[config.mk]
export PLATFORM = sky130hd
export DESIGN_NAME = dpc_serial_decoder
export DESIGN_NICKNAME = d
export VERILOG_FILES = /design/src/design/dpc_serial_decoder.v
export VERILOG_INCLUDE_DIRS = /design/src /design/src/design
export SDC_FILE = /design/constraint.sdc
export NUM_CORES = 1
export LEC_CHECK = 0
export BUFFER_PORTS_ARGS = -buffer_cell sky130_fd_sc_hd__buf_2
export CORE_ASPECT_RATIO = 0.5
export CORE_UTILIZATION = 40
export DETAILED_ROUTE_END_ITERATION = 10
export PLACE_DENSITY = 0.67
export SLEW_MARGIN = 15
export SYNTH_ARGS = -nofsm -noshare
export SYNTH_HDL_FRONTEND = slang
export SYNTH_SLANG_ARGS = --single-unit
[constraint.sdc]
create_clock -name clk -period 3.29 [get_ports clk]
set_clock_uncertainty 0.1 [all_clocks]
set_input_delay 0.329 -clock clk [delete_from_list [all_inputs] [get_ports clk]]
set_output_delay 0.329 -clock clk [all_outputs]
set_load 0.03 [all_outputs]
[src/design/dpc_serial_regs.vh]
// Constants of the dual pot serial command decoder
`ifndef DPC_SERIAL_REGS_VH
`define DPC_SERIAL_REGS_VH

// ============================================================
// Identity and timing
// Device identity nibble, arbitrary value
`define DPC_DEVICE_ID      4'hA
// Clock rate in kHz and nonvolatile programming time in ms
`define DPC_CLK_KHZ        250000
`define DPC_TWR_MS         10
// Longest programming time rounded down to whole cycles
`define DPC_TWR_CYCLES     22'h26_25A0

// ============================================================
// Instruction opcodes, bits 7..4 of the instruction byte
`define DPC_OP_RD_WIPER    4'h9
`define DPC_OP_WR_WIPER    4'hA
`define DPC_OP_RD_SLOT     4'hB
`define DPC_OP_WR_SLOT     4'hC
`define DPC_OP_GANG_RECALL 4'h1
`define DPC_OP_GANG_STORE  4'h8
`define DPC_OP_STORE       4'hE
`define DPC_OP_RECALL      4'hD
`define DPC_OP_STEP        4'h2

// ============================================================
// Instruction byte field positions
`define DPC_OP_MSB         7
`define DPC_OP_LSB         4
`define DPC_SLOT_MSB       3
`define DPC_SLOT_LSB       2
`define DPC_POT_BIT        0

// ============================================================
// Reset values and step limits
`define DPC_SYNC_RESET     6'h03
`define DPC_WIPER_MAX      8'hFF
`define DPC_WIPER_MIN      8'h00

`endif

[src/design/dpc_serial_decoder.v]
// Two-wire command decoder for a dual digital potentiometer
`timescale 1ns/1ns
`include "dpc_serial_regs.vh"
// Summary of operation
// - Opcode 1001 returns the selected pot's wiper position, MSB first, after the ack.
// - Opcode 1010 plus one data byte loads the selected wiper, both bytes acked.
// - Opcode 1011 returns the selected slot of the selected pot, MSB first.
// - Opcode 1100 plus one data byte writes the selected nonvolatile slot, both bytes acked.
// - Opcode 0001 copies the selected slot of both pots into both wipers.
// - Opcode 1000 copies both wipers into the selected slot of each pot.
// - Opcode 1110 copies the selected pot's wiper into the selected slot.
// - Opcode 1101 loads the selected pot's wiper from the selected slot.
// - Opcode 0010 enables stepping; each later clock pulse steps once until stop.
// - Nonvolatile programming starts only after the stop condition.
// - A step pulse with data high moves up toward the high end, low moves down.
// - Every nonvolatile change completes within 10 ms of its programming start.
// - At reset each wiper loads from slot zero of its own pot.

module dpc_serial_decoder #(
    parameter [3:0]  DEVICE_ID    = `DPC_DEVICE_ID,
    parameter [21:0] WRITE_CYCLES = `DPC_TWR_CYCLES
) (
    input  wire       clk,
    input  wire       reset,
    input  wire       scl_in,
    input  wire       sda_in,
    output wire       sda_out,
    output reg        sda_oe,
    input  wire       addr_pin_bit3,
    input  wire       addr_pin_bit2,
    input  wire       addr_pin_bit1,
    input  wire       addr_pin_bit0,
    output reg  [7:0] wiper_pos_pot0,
    output reg  [7:0] wiper_pos_pot1,
    output reg        nv_busy
);

    // ============================================================
    // States of the byte decoder
    localparam [2:0] ST_IDLE  = 3'h0;
    localparam [2:0] ST_ADDR  = 3'h1;
    localparam [2:0] ST_INSTR = 3'h2;
    localparam [2:0] ST_WDATA = 3'h3;
    localparam [2:0] ST_RDATA = 3'h4;
    localparam [2:0] ST_STEP  = 3'h5;
    localparam [2:0] ST_DONE  = 3'h6;

    // ============================================================
    // Pin synchronisers and glitch filter
    reg  [5:0] sync1;
    reg  [5:0] sync2;
    reg  [5:0] sync3;
    reg  [5:0] filt;
    reg  [5:0] filt_d;
    wire [5:0] raw_pins = {addr_pin_bit3, addr_pin_bit2, addr_pin_bit1,
                           addr_pin_bit0, sda_in, scl_in};

    // A bit changes once the second and third stage agree
    always @(posedge clk) begin
        if (reset) begin
            sync1  <= `DPC_SYNC_RESET;
            sync2  <= `DPC_SYNC_RESET;
            sync3  <= `DPC_SYNC_RESET;
            filt   <= `DPC_SYNC_RESET;
            filt_d <= `DPC_SYNC_RESET;
        end else begin
            sync1  <= raw_pins;
            sync2  <= sync1;
            sync3  <= sync2;
            filt   <= (sync3 & ~(sync2 ^ sync3)) | (filt & (sync2 ^ sync3));
            filt_d <= filt;
        end
    end

    // Bus events seen on the filtered lines
    wire       scl       = filt[0];
    wire       sda       = filt[1];
    wire [3:0] addr_pins = filt[5:2];
    wire       scl_rise  = scl & ~filt_d[0];
    wire       scl_fall  = ~scl & filt_d[0];
    wire       bus_start = scl & filt_d[0] & filt_d[1] & ~sda;
    wire       bus_stop  = scl & filt_d[0] & ~filt_d[1] & sda;

    // Open-drain data pin only ever pulls low
    assign sda_out = 1'b0;

    // ============================================================
    // Decoder registers
    reg  [2:0]  state;
    reg  [3:0]  bit_cnt;
    reg  [7:0]  shreg;
    reg  [7:0]  rd_byte;
    reg         ack_phase;
    reg  [3:0]  cur_op;
    reg  [1:0]  cur_slot;
    reg         cur_pot;
    reg  [1:0]  pend_we;
    reg  [1:0]  pend_slot;
    reg  [7:0]  pend_data0;
    reg  [7:0]  pend_data1;
    reg  [21:0] nv_cnt;
    reg  [7:0]  slot_mem [0:7];

    // Fields of the byte just received
    wire [3:0] in_op   = shreg[`DPC_OP_MSB:`DPC_OP_LSB];
    wire [1:0] in_slot = shreg[`DPC_SLOT_MSB:`DPC_SLOT_LSB];
    wire       in_pot  = shreg[`DPC_POT_BIT];
    wire [7:0] in_wiper = in_pot ? wiper_pos_pot1 : wiper_pos_pot0;
    wire [7:0] in_slot_val = slot_mem[{in_pot, in_slot}];
    wire [7:0] step_wiper = cur_pot ? wiper_pos_pot1 : wiper_pos_pot0;
    wire       byte_done = scl_fall & ~ack_phase & (bit_cnt == 4'h8);
    wire       nv_done   = nv_busy & (nv_cnt == WRITE_CYCLES - 22'h00_0001);

    // Saturating step value for the stepping pot
    reg [7:0] next_step;
    always @* begin
        next_step = step_wiper;
        if (shreg[0]) begin
            if (step_wiper != `DPC_WIPER_MAX)
                next_step = step_wiper + 8'h01;
        end else begin
            if (step_wiper != `DPC_WIPER_MIN)
                next_step = step_wiper - 8'h01;
        end
    end

    // ============================================================
    // Nonvolatile slot array, written at the end of programming
    always @(posedge clk) begin
        if (nv_done && pend_we[0])
            slot_mem[{1'b0, pend_slot}] <= pend_data0;
        if (nv_done && pend_we[1])
            slot_mem[{1'b1, pend_slot}] <= pend_data1;
    end

    // Programming timer, started by stop with work pending
    always @(posedge clk) begin
        if (reset) begin
            nv_busy <= 1'b0;
            nv_cnt  <= 22'h00_0000;
        end else if (nv_done) begin
            nv_busy <= 1'b0;
            nv_cnt  <= 22'h00_0000;
        end else if (nv_busy) begin
            nv_cnt <= nv_cnt + 22'h00_0001;
        end else if (bus_stop && pend_we != 2'b00) begin
            nv_busy <= 1'b1;
        end
    end

    // ============================================================
    // Byte decoder and wiper registers
    always @(posedge clk) begin
        if (reset) begin
            state          <= ST_IDLE;
            bit_cnt        <= 4'h0;
            shreg          <= 8'h00;
            rd_byte        <= 8'h00;
            ack_phase      <= 1'b0;
            sda_oe         <= 1'b0;
            cur_op         <= 4'h0;
            cur_slot       <= 2'b00;
            cur_pot        <= 1'b0;
            pend_we        <= 2'b00;
            pend_slot      <= 2'b00;
            pend_data0     <= 8'h00;
            pend_data1     <= 8'h00;
            wiper_pos_pot0 <= slot_mem[3'h0];
            wiper_pos_pot1 <= slot_mem[3'h4];
        end else begin
            if (nv_done)
                pend_we <= 2'b00;
            if (bus_stop) begin
                state     <= ST_IDLE;
                ack_phase <= 1'b0;
                sda_oe    <= 1'b0;
            end else if (bus_start) begin
                state     <= ST_ADDR;
                bit_cnt   <= 4'h0;
                ack_phase <= 1'b0;
                sda_oe    <= 1'b0;
            end else if (scl_rise && !ack_phase) begin
                // Sample one bit; in stepping mode it is the step direction
                shreg   <= {shreg[6:0], sda};
                bit_cnt <= bit_cnt + 4'h1;
            end else if (scl_fall && ack_phase) begin
                // End of our acknowledge; a read starts driving its MSB
                ack_phase <= 1'b0;
                bit_cnt   <= 4'h0;
                sda_oe    <= (state == ST_RDATA) ? ~rd_byte[7] : 1'b0;
                if (state == ST_RDATA)
                    rd_byte <= {rd_byte[6:0], 1'b0};
            end else if (scl_fall && state == ST_STEP) begin
                // Only a completed pulse steps, so the clock of a stop never does
                bit_cnt <= 4'h0;
                if (cur_pot)
                    wiper_pos_pot1 <= next_step;
                else
                    wiper_pos_pot0 <= next_step;
            end else if (scl_fall && state == ST_RDATA && bit_cnt < 4'h8) begin
                sda_oe  <= ~rd_byte[7];
                rd_byte <= {rd_byte[6:0], 1'b0};
            end else if (byte_done) begin
                case (state)
                    ST_ADDR: begin
                        if (in_op == DEVICE_ID && shreg[3:0] == addr_pins
                            && !nv_busy) begin
                            sda_oe    <= 1'b1;
                            ack_phase <= 1'b1;
                            state     <= ST_INSTR;
                        end else begin
                            state <= ST_DONE;
                        end
                    end
                    ST_INSTR: begin
                        cur_op    <= in_op;
                        cur_slot  <= in_slot;
                        cur_pot   <= in_pot;
                        sda_oe    <= 1'b1;
                        ack_phase <= 1'b1;
                        state     <= ST_DONE;
                        case (in_op)
                            `DPC_OP_RD_WIPER: begin
                                rd_byte <= in_wiper;
                                state   <= ST_RDATA;
                            end
                            `DPC_OP_RD_SLOT: begin
                                rd_byte <= in_slot_val;
                                state   <= ST_RDATA;
                            end
                            `DPC_OP_WR_WIPER: state <= ST_WDATA;
                            `DPC_OP_WR_SLOT:  state <= ST_WDATA;
                            `DPC_OP_STEP:     state <= ST_STEP;
                            `DPC_OP_GANG_RECALL: begin
                                wiper_pos_pot0 <= slot_mem[{1'b0, in_slot}];
                                wiper_pos_pot1 <= slot_mem[{1'b1, in_slot}];
                            end
                            `DPC_OP_GANG_STORE: begin
                                pend_we    <= 2'b11;
                                pend_slot  <= in_slot;
                                pend_data0 <= wiper_pos_pot0;
                                pend_data1 <= wiper_pos_pot1;
                            end
                            `DPC_OP_STORE: begin
                                pend_we   <= in_pot ? 2'b10 : 2'b01;
                                pend_slot <= in_slot;
                                if (in_pot)
                                    pend_data1 <= wiper_pos_pot1;
                                else
                                    pend_data0 <= wiper_pos_pot0;
                            end
                            `DPC_OP_RECALL: begin
                                if (in_pot)
                                    wiper_pos_pot1 <= in_slot_val;
                                else
                                    wiper_pos_pot0 <= in_slot_val;
                            end
                            default: begin
                                // Unknown opcode: stay off the bus
                                sda_oe    <= 1'b0;
                                ack_phase <= 1'b0;
                            end
                        endcase
                    end
                    ST_WDATA: begin
                        sda_oe    <= 1'b1;
                        ack_phase <= 1'b1;
                        state     <= ST_DONE;
                        if (cur_op == `DPC_OP_WR_WIPER) begin
                            if (cur_pot)
                                wiper_pos_pot1 <= shreg;
                            else
                                wiper_pos_pot0 <= shreg;
                        end else begin
                            pend_we   <= cur_pot ? 2'b10 : 2'b01;
                            pend_slot <= cur_slot;
                            if (cur_pot)
                                pend_data1 <= shreg;
                            else
                                pend_data0 <= shreg;
                        end
                    end
                    ST_RDATA: begin
                        sda_oe <= 1'b0;  // Release for the host's ack bit
                        state  <= ST_DONE;
                    end
                    default: begin
                        // Idle, stepping and finished frames ignore whole bytes
                        bit_cnt <= 4'h0;
                    end
                endcase
            end
        end
    end

endmodule // dpc_serial_decoder

==> results of run 1 <==
final cells by class:
| type | instances | area share (%) |
|---|---|---|
| repair buffers | 57 | 3.80 |
| inverters | 16 | 0.588 |
| well taps | 300 | 3.67 |
| clock buffers | 20 | 4.58 |
| multi-input cells | 685 | 42.3 |
| clock inverters | 12 | 1.13 |
| flip-flops and latches | 184 | 43.9 |
state kept, by name, indices dropped and copies added, names as in the netlist, 3 cells and up, named ones only:
| register | cells |
|---|---|
| sync3 | 6 |
| wiper_pos_pot0 | 8 |
| shreg | 8 |
| sync1 | 6 |
| rd_byte | 8 |
| bit_cnt | 4 |
| nv_cnt | 22 |
| cur_op | 4 |
| pend_data0 | 8 |
| pend_data1 | 8 |
| sync2 | 6 |
| state | 3 |
| wiper_pos_pot1 | 8 |
| slot_mem | 64 |
per-stage QoR:
| stage | total power, mW | instance area [um^2] |
|---|---|---|
| final | 4.60 | 10200 |
| after global routing | 4.73 | 10200 |
| after CTS | 4.63 | 10200 |
| after detailed placement | 2.61 | 9590 |
| after global placement | 2.61 | 9590 |
| after floorplan | 2.56 | 9160 |
final timing paths:
kind / start / to / depth (start not counted)
worst max-delay path: state[2] / rd_byte[1] / 7
worst min-delay path: addr_pin_bit1 / sync1[3] / 2
worst min register to register: sync1[1] / sync2[1] / 1
worst max register to register: state[2] / rd_byte[1] / 7
placed cells by master, fill, tap and decap left out, types with 25 or more instances in the layout:
cell type,n
nand3_1,34
o21ai_0,48
a21oi_1,75
mux2i_1,34
dfxtp_1,104
edfxtp_1,80
buf_4,27
nor2_1,81
nand2_1,120
buf_2,25
layer usage:
metal	wire length (um)	vias to the layer above	part of all wire, %	track usage, %
met5	0	-	0	0
met2	10800	310	45	32.5
met4	331	0	1.4	4.93
li1	-	3471	-	-
met3	1800	28	7.4	4.85
met1	11300	3520	47	29.2
cells by family (layout without fill, tap and decap cells):
| family | Yosys count | in the layout | synth area share (%) |
|---|---|---|---|
| AOI/OAI and AO/OA | 222 | 222 | 15.5 |
| xor gates and xnor gates | 35 | 35 | 3.35 |
| adders and majority gates | 6 | 6 | 0.820 |
| buffers and inverters | 81 | 105 | 3.81 |
| DFF | 184 | 184 | 49.0 |
| muxes | 64 | 64 | 8.14 |
| other | 1 | 1 | 0.0409 |
| and+or+nand+nor | 357 | 357 | 19.3 |
cell usage after synthesis (8+ instances only):
| master | number |
|---|---|
| a31oi_1 | 9 |
| a211oi_1 | 8 |
| nor2b_1 | 22 |
| edfxtp_1 | 80 |
| nand3_1 | 34 |
| a21oi_1 | 75 |
| nand2_1 | 120 |
| nor2_1 | 81 |
| buf_2 | 9 |
| xor2_1 | 24 |
| o22ai_1 | 11 |
| clkbuf_1 | 42 |
| a311oi_1 | 16 |
| or2_2 | 10 |
| nand4_1 | 8 |
| nor3_1 | 17 |
| mux2_2 | 24 |
| inv_1 | 16 |
| buf_1 | 9 |
| nand2b_1 | 13 |
| mux2i_1 | 34 |
| xnor2_1 | 11 |
| dfxtp_1 | 104 |
| o21ai_0 | 48 |
power groups by stage:
| stage | logic (mW) | clock network, mW | registers, mW |
|---|---|---|---|
| floorplan | 0.0889 | 0 | 2.47 |
| finish | 0.151 | 2.04 | 2.41 |
| global placement | 0.146 | 0 | 2.47 |
| CTS | 0.151 | 2.06 | 2.41 |
| global route | 0.164 | 2.15 | 2.41 |
| detailed placement | 0.146 | 0 | 2.47 |
timing repair:
item | 4_1_cts | 5_1_grt
hold buffers | 4 | 0
hold endpoints to repair | 4 | 0
setup endpoints to repair | 0 | 0
==> impl_metrics.yaml, run 1 <==
logic_synthesis:
  avgSynthCellArea_um2: 9.64
  synth_top_area_share_pct: 26.2
  synth_edf_count: 80
  ys_warn_count: 0
  synthesis.nets: 964
  ys_seq_area_share_pct: 49.0
  yosys_most_used_dff: "dfxtp_1"
  yosys.area.top_type: "edfxtp_1"
  synthesis.area_um2: 9160
  synthTopCellsByArea: "edfxtp_1 26%, dfxtp_1 23%, nand2_1 4.9%"
  yosysUniqueCellTypes: 73
  synth-seq-cells: 184
  syn_inst: 950
  postSynth.asyncResetShare_pct: 0
pwr:
  leakage_nw: 3.47
  powerDensity_nw_per_um2: 451
  pwr-share-clk_pct: 44.3
  p_int_mw: 3.56
  peakVddDrop_mv: 0.413
  sw_frac_of_total_pct: 22.7
  seqPwrFrac_pct: 52.4
  p_switching_mw: 1.05
  combPwrFrac_pct: 3.3
floorplan:
  die_x_um: 216
  placementRows: 38
  pin_count: 27
  die_area_um2: 23500
  dieHeight_um: 109
  core_area_um2: 22100
  start_util_pct: 41.5
grt:
  grt.overflow.total: 0
  grt_pass1_vias: 6548
  grt_usage_pct: 20.8
  grt_first_pass_wirelength_mm: 37.3
  grt_max_degree: 78
  antenna_found_initial: 0
final_layout:
  fin_util_pct: 46.3
  finalNonFillerCells: 1274
  nFillCells: 2087
  areaGrowthSynthToFinish_pct: 11.5
  multiInputGateArea_um2: 4330
  fin_nets: 975
  drive_gt1_share_pct: 13.7
  regArea_um2: 4480
  antenna_cells: 0
routing:
  wirelength_mm: 24.3
  dr.pass1.iters: 5
  vias: 7329
  first_iter_violations: 801
  detail-route-antenna-nets: 0
  wl_per_cell_um: 19.0
  vias_per_cell: 5.75
  drc: 0
worst_setup_path:
  critPathRequiredTime_ps: 3550
  critPathArrivalTime_ps: 3120
  path_buf_inv: 1
  cp_cell_sequence: "or4b_1 > a21oi_2 > buf_4 > a31oi_1 > nor3_2 > o21ai_0 > a21oi_1"
  cp_max_fo: 19
  startpoint_type: "register"
  critPathMaxStageDelay_ps: 680
  crit_family: "simple AND/OR/NAND/NOR gates"
  cp-end-kind: "register"
  cp_slowest_cell: "dfxtp_1"
  crit_type: "register to register"
  r2r_slack_ps: 430
clocking:
  clockBufferDepth: 2
  cts_made_buffers: 17
  root_buffer: "clkbuf_16"
  clk_pin_slew_worst_paths_ps: 70
  cts_htree_levels: 4
  post_cts_buffers: 0
  cts_tree: "done"
  insertion_delay_ps: 430
  cts_resized: 0
  cts.sinks: 184
sta:
  min_period_ps: 2860
  holdWs_ps: 10.2
  rsz0062_at_grt: "no"
  worstMarginPinSlew_ps: 934
  final_max_slew_viol_count: 0
  fmax_mhz: 349
  maxSlewHeadroom_pct: 37.8
  setup_viol: 0
  setup_ws_ps: 428
  period_share_pct: 87.0
  hold_viol_final: 0
  setup-tns-final_ps: 0
placement:
  portBuffers: 25
  dp_hpwl_mm: 17.3
  dp_cells: 1238
  place.gp.congestion: 0.929
  dp_slack_ps: 520
job:
  maxCapViolCount: 0
outcome:
  run_status: "completed"
hold_path:
  min_path_type: "input pin to register"
Power figures use the tool's default switching activity.
==> run 2, diff against run 1 <==
clock period = 3.6 ns   (was 3.29 ns; I/O delays follow)
==> run 2 against run 1 <==
Net effect: clock power is 10% lower; maximum frequency decreased by 6.3%; setup slack improved by 120 ps.
==> impl_metrics.yaml, run 2 (synthesis gave the netlist of run 1 again) <==
grt:
  antenna_found_initial: 0
  grt_usage_pct: 20.9
  grt.overflow.total: 0
  grt_first_pass_wirelength_mm: 37.2
  grt_pass1_vias: 6552
  grt_max_degree: 44
final_layout:
  fin_nets: 964
  top_register: "slot_mem"
  nFillCells: 2086
  layout_commonest_cell: "nand2_1"
  antenna_cells: 0
  layout_common_cells: "120 x nand2_1, 104 x dfxtp_1, 81 x nor2_1"
  drive_gt1_share_pct: 12.9
  largest_reg_flops: 64
  reg_top3: "slot_mem (64), nv_cnt (22)"
  areaGrowthSynthToFinish_pct: 10.4
clocking:
  post_cts_buffers: 0
  clk_pin_slew_worst_paths_ps: 70
  clockBufferDepth: 2
  insertion_delay_ps: 440
  cts.sinks: 184
  root_buffer: "clkbuf_16"
  cts_htree_levels: 4
  cts_made_buffers: 17
  cts_tree: "done"
worst_setup_path:
  path_buf_inv: 1
  critPathRequiredTime_ps: 3700
  crit_type: "register to register"
  critPathArrivalTime_ps: 3150
  startpoint_type: "register"
  crit_family: "multiplexers"
  cp_cell_sequence: "buf_4 > mux2_2 > nor4_2 > mux2i_1 > xnor2_1 > a221o_1"
  cp-end-kind: "register"
  critPathMaxStageDelay_ps: 620
  cp_slowest_cell: "dfxtp_1"
  cp_max_fo: 19
sta:
  setup-tns-final_ps: 0
  hold_viol_final: 0
  setup_ws_ps: 546
  rsz0062_at_grt: "no"
  worstMarginPinSlew_ps: 972
  fmax_mhz: 327
  setup_viol: 0
  maxSlewHeadroom_pct: 35.2
  min_period_ps: 3050
  final_max_slew_viol_count: 0
  period_share_pct: 84.8
placement:
  portBuffers: 25
  dp_hpwl_mm: 17.2
  dp_slack_ps: 667
  place.gp.congestion: 0.904
routing:
  drc: 0
  wirelength_mm: 24.2
  vias_per_cell: 5.74
  detail-route-antenna-nets: 0
  first_iter_violations: 806
  vias: 7250
  dr.pass1.iters: 5
  wl_per_cell_um: 19.1
floorplan:
  die_area_um2: 23500
  die_x_um: 216
  start_util_pct: 41.5
  dieHeight_um: 109
  core_area_um2: 22100
  placementRows: 38
  pin_count: 27
pwr:
  powerDensity_nw_per_um2: 413
  power.total_mw: 4.18
  peakVddDrop_mv: 0.327
  leakage_nw: 3.40
job:
  maxCapViolCount: 0
hold_path:
  min_path_type: "input pin to register"
outcome:
  run_status: "completed"
run 2: stage by stage:
step	hold slack (ps)	area, um^2	std cells	util [%]
CTS	13.1	10100	1263	45.8
floorplan	289	9160	950	-
finish	20.2	10100	1263	45.8
detailed placement	300	9510	1229	43.1
global placement	295	9510	1229	43.1
global route	17.1	10100	1263	45.8
run 2: worst reg2reg max path: cells and delay by family, from the launching register on:
| family | cells | cell delay, ps |
|---|---|---|
| buf+inv | 1 | 330 |
| xor+xnor | 1 | 200 |
| flops | 1 | 620 |
| compound gates | 1 | 340 |
| simple gates | 1 | 600 |
| mux | 2 | 630 |
run 2: area by class of cell:
type	count	area, um^2	area share [%]
Tap cell	300	375	3.71
Inverter	16	60.1	0.594
Clock buffer	22	497	4.91
Clock inverter	10	78.8	0.780
Multi-Input combinational cell	685	4330	42.8
Sequential cell	184	4480	44.4
Timing Repair Buffer	46	288	2.85
run 2: repair_timing:
item                      4_1_cts  5_1_grt
hold endpoints to repair        2        0
hold buffers                    2        0
gates resized for setup         0        0
run 2: where the power goes:
part	switching, mW	internal, mW
Sequential	0.0271	2.18
Clock	0.836	0.995
Combinational	0.0908	0.0453
run 2: path summary, 6_finish.rpt:
check | start | endpoint | cells past startpoint | slack, ps
max | cur_pot | wiper_pos_pot0[0] | 6 | 550
max reg2reg | cur_pot | wiper_pos_pot0[0] | 6 | 550
min reg2reg | sync1[1] | sync2[1] | 1 | 310
min | addr_pin_bit2 | sync1[4] | 2 | 20
run 2: routing by layer:
layer / wire (um) / vias up / track usage (%)
li1: - / 3442 / -
met2: 10800 / 245 / 32.7
met4: 417 / 0 / 6.14
met3: 1550 / 34 / 3.85
met5: 0 / - / 0
met1: 11400 / 3529 / 29.5
==> run 3, diff against run 2 <==
PLACE_DENSITY = 0.69   (was 0.67)
clock period = 2.48 ns   (was 3.6 ns; I/O delays follow)
==> run 3 against run 2 <==
Net effect: combinational power up 73%; hold slack improved by 250 ps; sequential share of layout area down 2.4 points.
==> impl_metrics.yaml, run 3 (synthesis gave the netlist of run 1 again) <==
outcome:
  run_status: "completed"
placement:
  place.gp.congestion: 0.915
  placed_cell_area_um2: 9990
  portBuffers: 25
  dp_hpwl_mm: 17.6
  dp_cells: 1270
hold_path:
  holdPathEnd: "rd_byte[0]"
  whs_path_depth: 3
  hp-start: "reset"
  min_path_type: "input pin to register"
grt:
  grt_first_pass_wirelength_mm: 37.7
  grt.busiest_layer: "met2"
  use_met1_pct: 28.7
  grt_max_degree: 85
  grt.met3_usage_pct: 4.21
  grt_pass1_vias: 6947
  use_met2_pct: 33.0
  antenna_found_initial: 0
  grt.overflow.total: 0
  grt_usage_pct: 21.0
final_layout:
  top_register: "slot_mem"
  largest_reg_flops: 64
  areaGrowthSynthToFinish_pct: 16.8
  final_cell_area_um2: 10700
  reg_top3: "slot_mem (64), nv_cnt (22)"
  layout_commonest_cell: "nand2_1"
  finalNonFillerCells: 1310
  drive_gt1_share_pct: 18.8
  layout_common_cells: "118 x nand2_1, 102 x dfxtp_1, 80 x edfxtp_1"
  fin_nets: 1011
  antenna_cells: 0
floorplan:
  pin_count: 27
  die_x_um: 216
  start_util_pct: 41.5
  placementRows: 38
  die_area_um2: 23500
  dieHeight_um: 109
  core_area_um2: 22100
worst_setup_path:
  cp_slowest_cell: "dfxtp_1"
  cp_cell_sequence: "nor3b_1 > nand2_1 > a211o_4 > nor3b_4 > buf_12 > nor2_1 > a311oi_1"
  r2r-start: "shreg[7]"
  cp-end-kind: "register"
  cp_max_fo: 16
  r2r-end: "pend_data1[1]"
  reg2reg_depth: 7
  startpoint_type: "register"
  critPathMaxStageDelay_ps: 590
  critPathRequiredTime_ps: 2710
  crit_type: "register to register"
  critPathArrivalTime_ps: 2600
  r2r_slack_ps: 100
sta:
  final_max_slew_viol_count: 0
  min_period_ps: 2380
  period_share_pct: 95.8
  setup_viol: 0
  holdWs_ps: 270
  fmax_mhz: 421
  setup-tns-final_ps: 0
  hold_viol_final: 0
  worstMarginPinSlew_ps: 669
  rsz0062_at_grt: "no"
  maxSlewHeadroom_pct: 55.4
pwr:
  p_switching_mw: 1.42
  p_int_mw: 4.62
  sw_frac_of_total_pct: 23.5
  power.total_mw: 6.04
  pwr-share-clk_pct: 43.3
  powerDensity_nw_per_um2: 565
  leakage_nw: 3.68
  seqPwrFrac_pct: 52.8
  peakVddDrop_mv: 0.481
  combPwrFrac_pct: 3.9
routing:
  detail-route-antenna-nets: 0
  wirelength_mm: 24.1
  wl_per_cell_um: 18.4
  dr.pass1.iters: 6
  vias: 7437
  vias_per_cell: 5.68
  drc: 0
  first_iter_violations: 669
clocking:
  clk_pin_slew_worst_paths_ps: 70
  root_buffer: "clkbuf_16"
  cts_made_buffers: 17
  cts.sinks: 184
  insertion_delay_ps: 440
  cts_htree_levels: 4
  cts_tree: "done"
  clockBufferDepth: 2
job:
  maxCapViolCount: 0
## run 3: cell count changes in the layout (fill, tap and decap cells not counted), sizes merged
cell         change
buf             +43
clkbuf           -2
clkinv           +1
clkinvlp         +1
dlygate4sd3      +4
## run 3: worst max path at each step
stage	endpoint	cells past startpoint	slack (ps)	from
CTS	wiper_pos_pot1[6]	7	5	cur_pot
floorplan	wiper_pos_pot0[0]	11	3	cur_pot
detailed placement	wiper_pos_pot0[6]	7	40	cur_pot
finish	pend_data1[1]	7	100	shreg[7]
global route	pend_data1[1]	7	10	shreg[7]
global placement	wiper_pos_pot1[6]	7	100	cur_pot
## run 3: power by group through the flow
| stage | logic (mW) | registers (mW) | clock network, mW |
|---|---|---|---|
| floorplan | 0.120 | 3.28 | 0 |
| CTS | 0.233 | 3.19 | 2.65 |
| global route | 0.255 | 3.19 | 2.77 |
| detailed placement | 0.225 | 3.26 | 0 |
| global placement | 0.225 | 3.26 | 0 |
| finish | 0.235 | 3.19 | 2.62 |
## run 3: worst max-delay path: cells and delay by family, from the launching register on
| kind | cells | cell delay (ps) |
|---|---|---|
| flops | 1 | 590 |
| simple gates | 4 | 690 |
| compound gates | 2 | 690 |
| buf+inv | 1 | 180 |
## run 3: per-stage QoR
stage          setup WS [ps]  util [%]
6_report                 103      48.5
5_1_grt                 11.2      48.5
3_5_place_dp            36.0      45.3
2_1_floorplan           2.75         -
3_3_place_gp             101      45.3
4_1_cts                 5.16      48.2
## run 3: what timing repair did
item                                   in CTS  in global routing
hold buffers                                6                  0
setup buffers                               0                  2
gates resized for setup                     0                  8
setup endpoints to repair                   0                 42
endpoints found under the hold margin       6                  0
## run 3: final cells by class
type / instances / area, um^2
Clock buffer: 20 / 457
Clock inverter: 12 / 111
Fill cell: 1991 / 11400
Inverter: 16 / 60.1
Multi-Input combinational cell: 685 / 4470
Sequential cell: 184 / 4490
Tap cell: 300 / 375
Timing Repair Buffer: 93 / 738
## run 3: routing by layer
metal	share of wire, %	up-vias
li1	-	3549
met1	46	3584
met2	45	272
met3	6.8	32
met4	2.4	0
met5	0	-
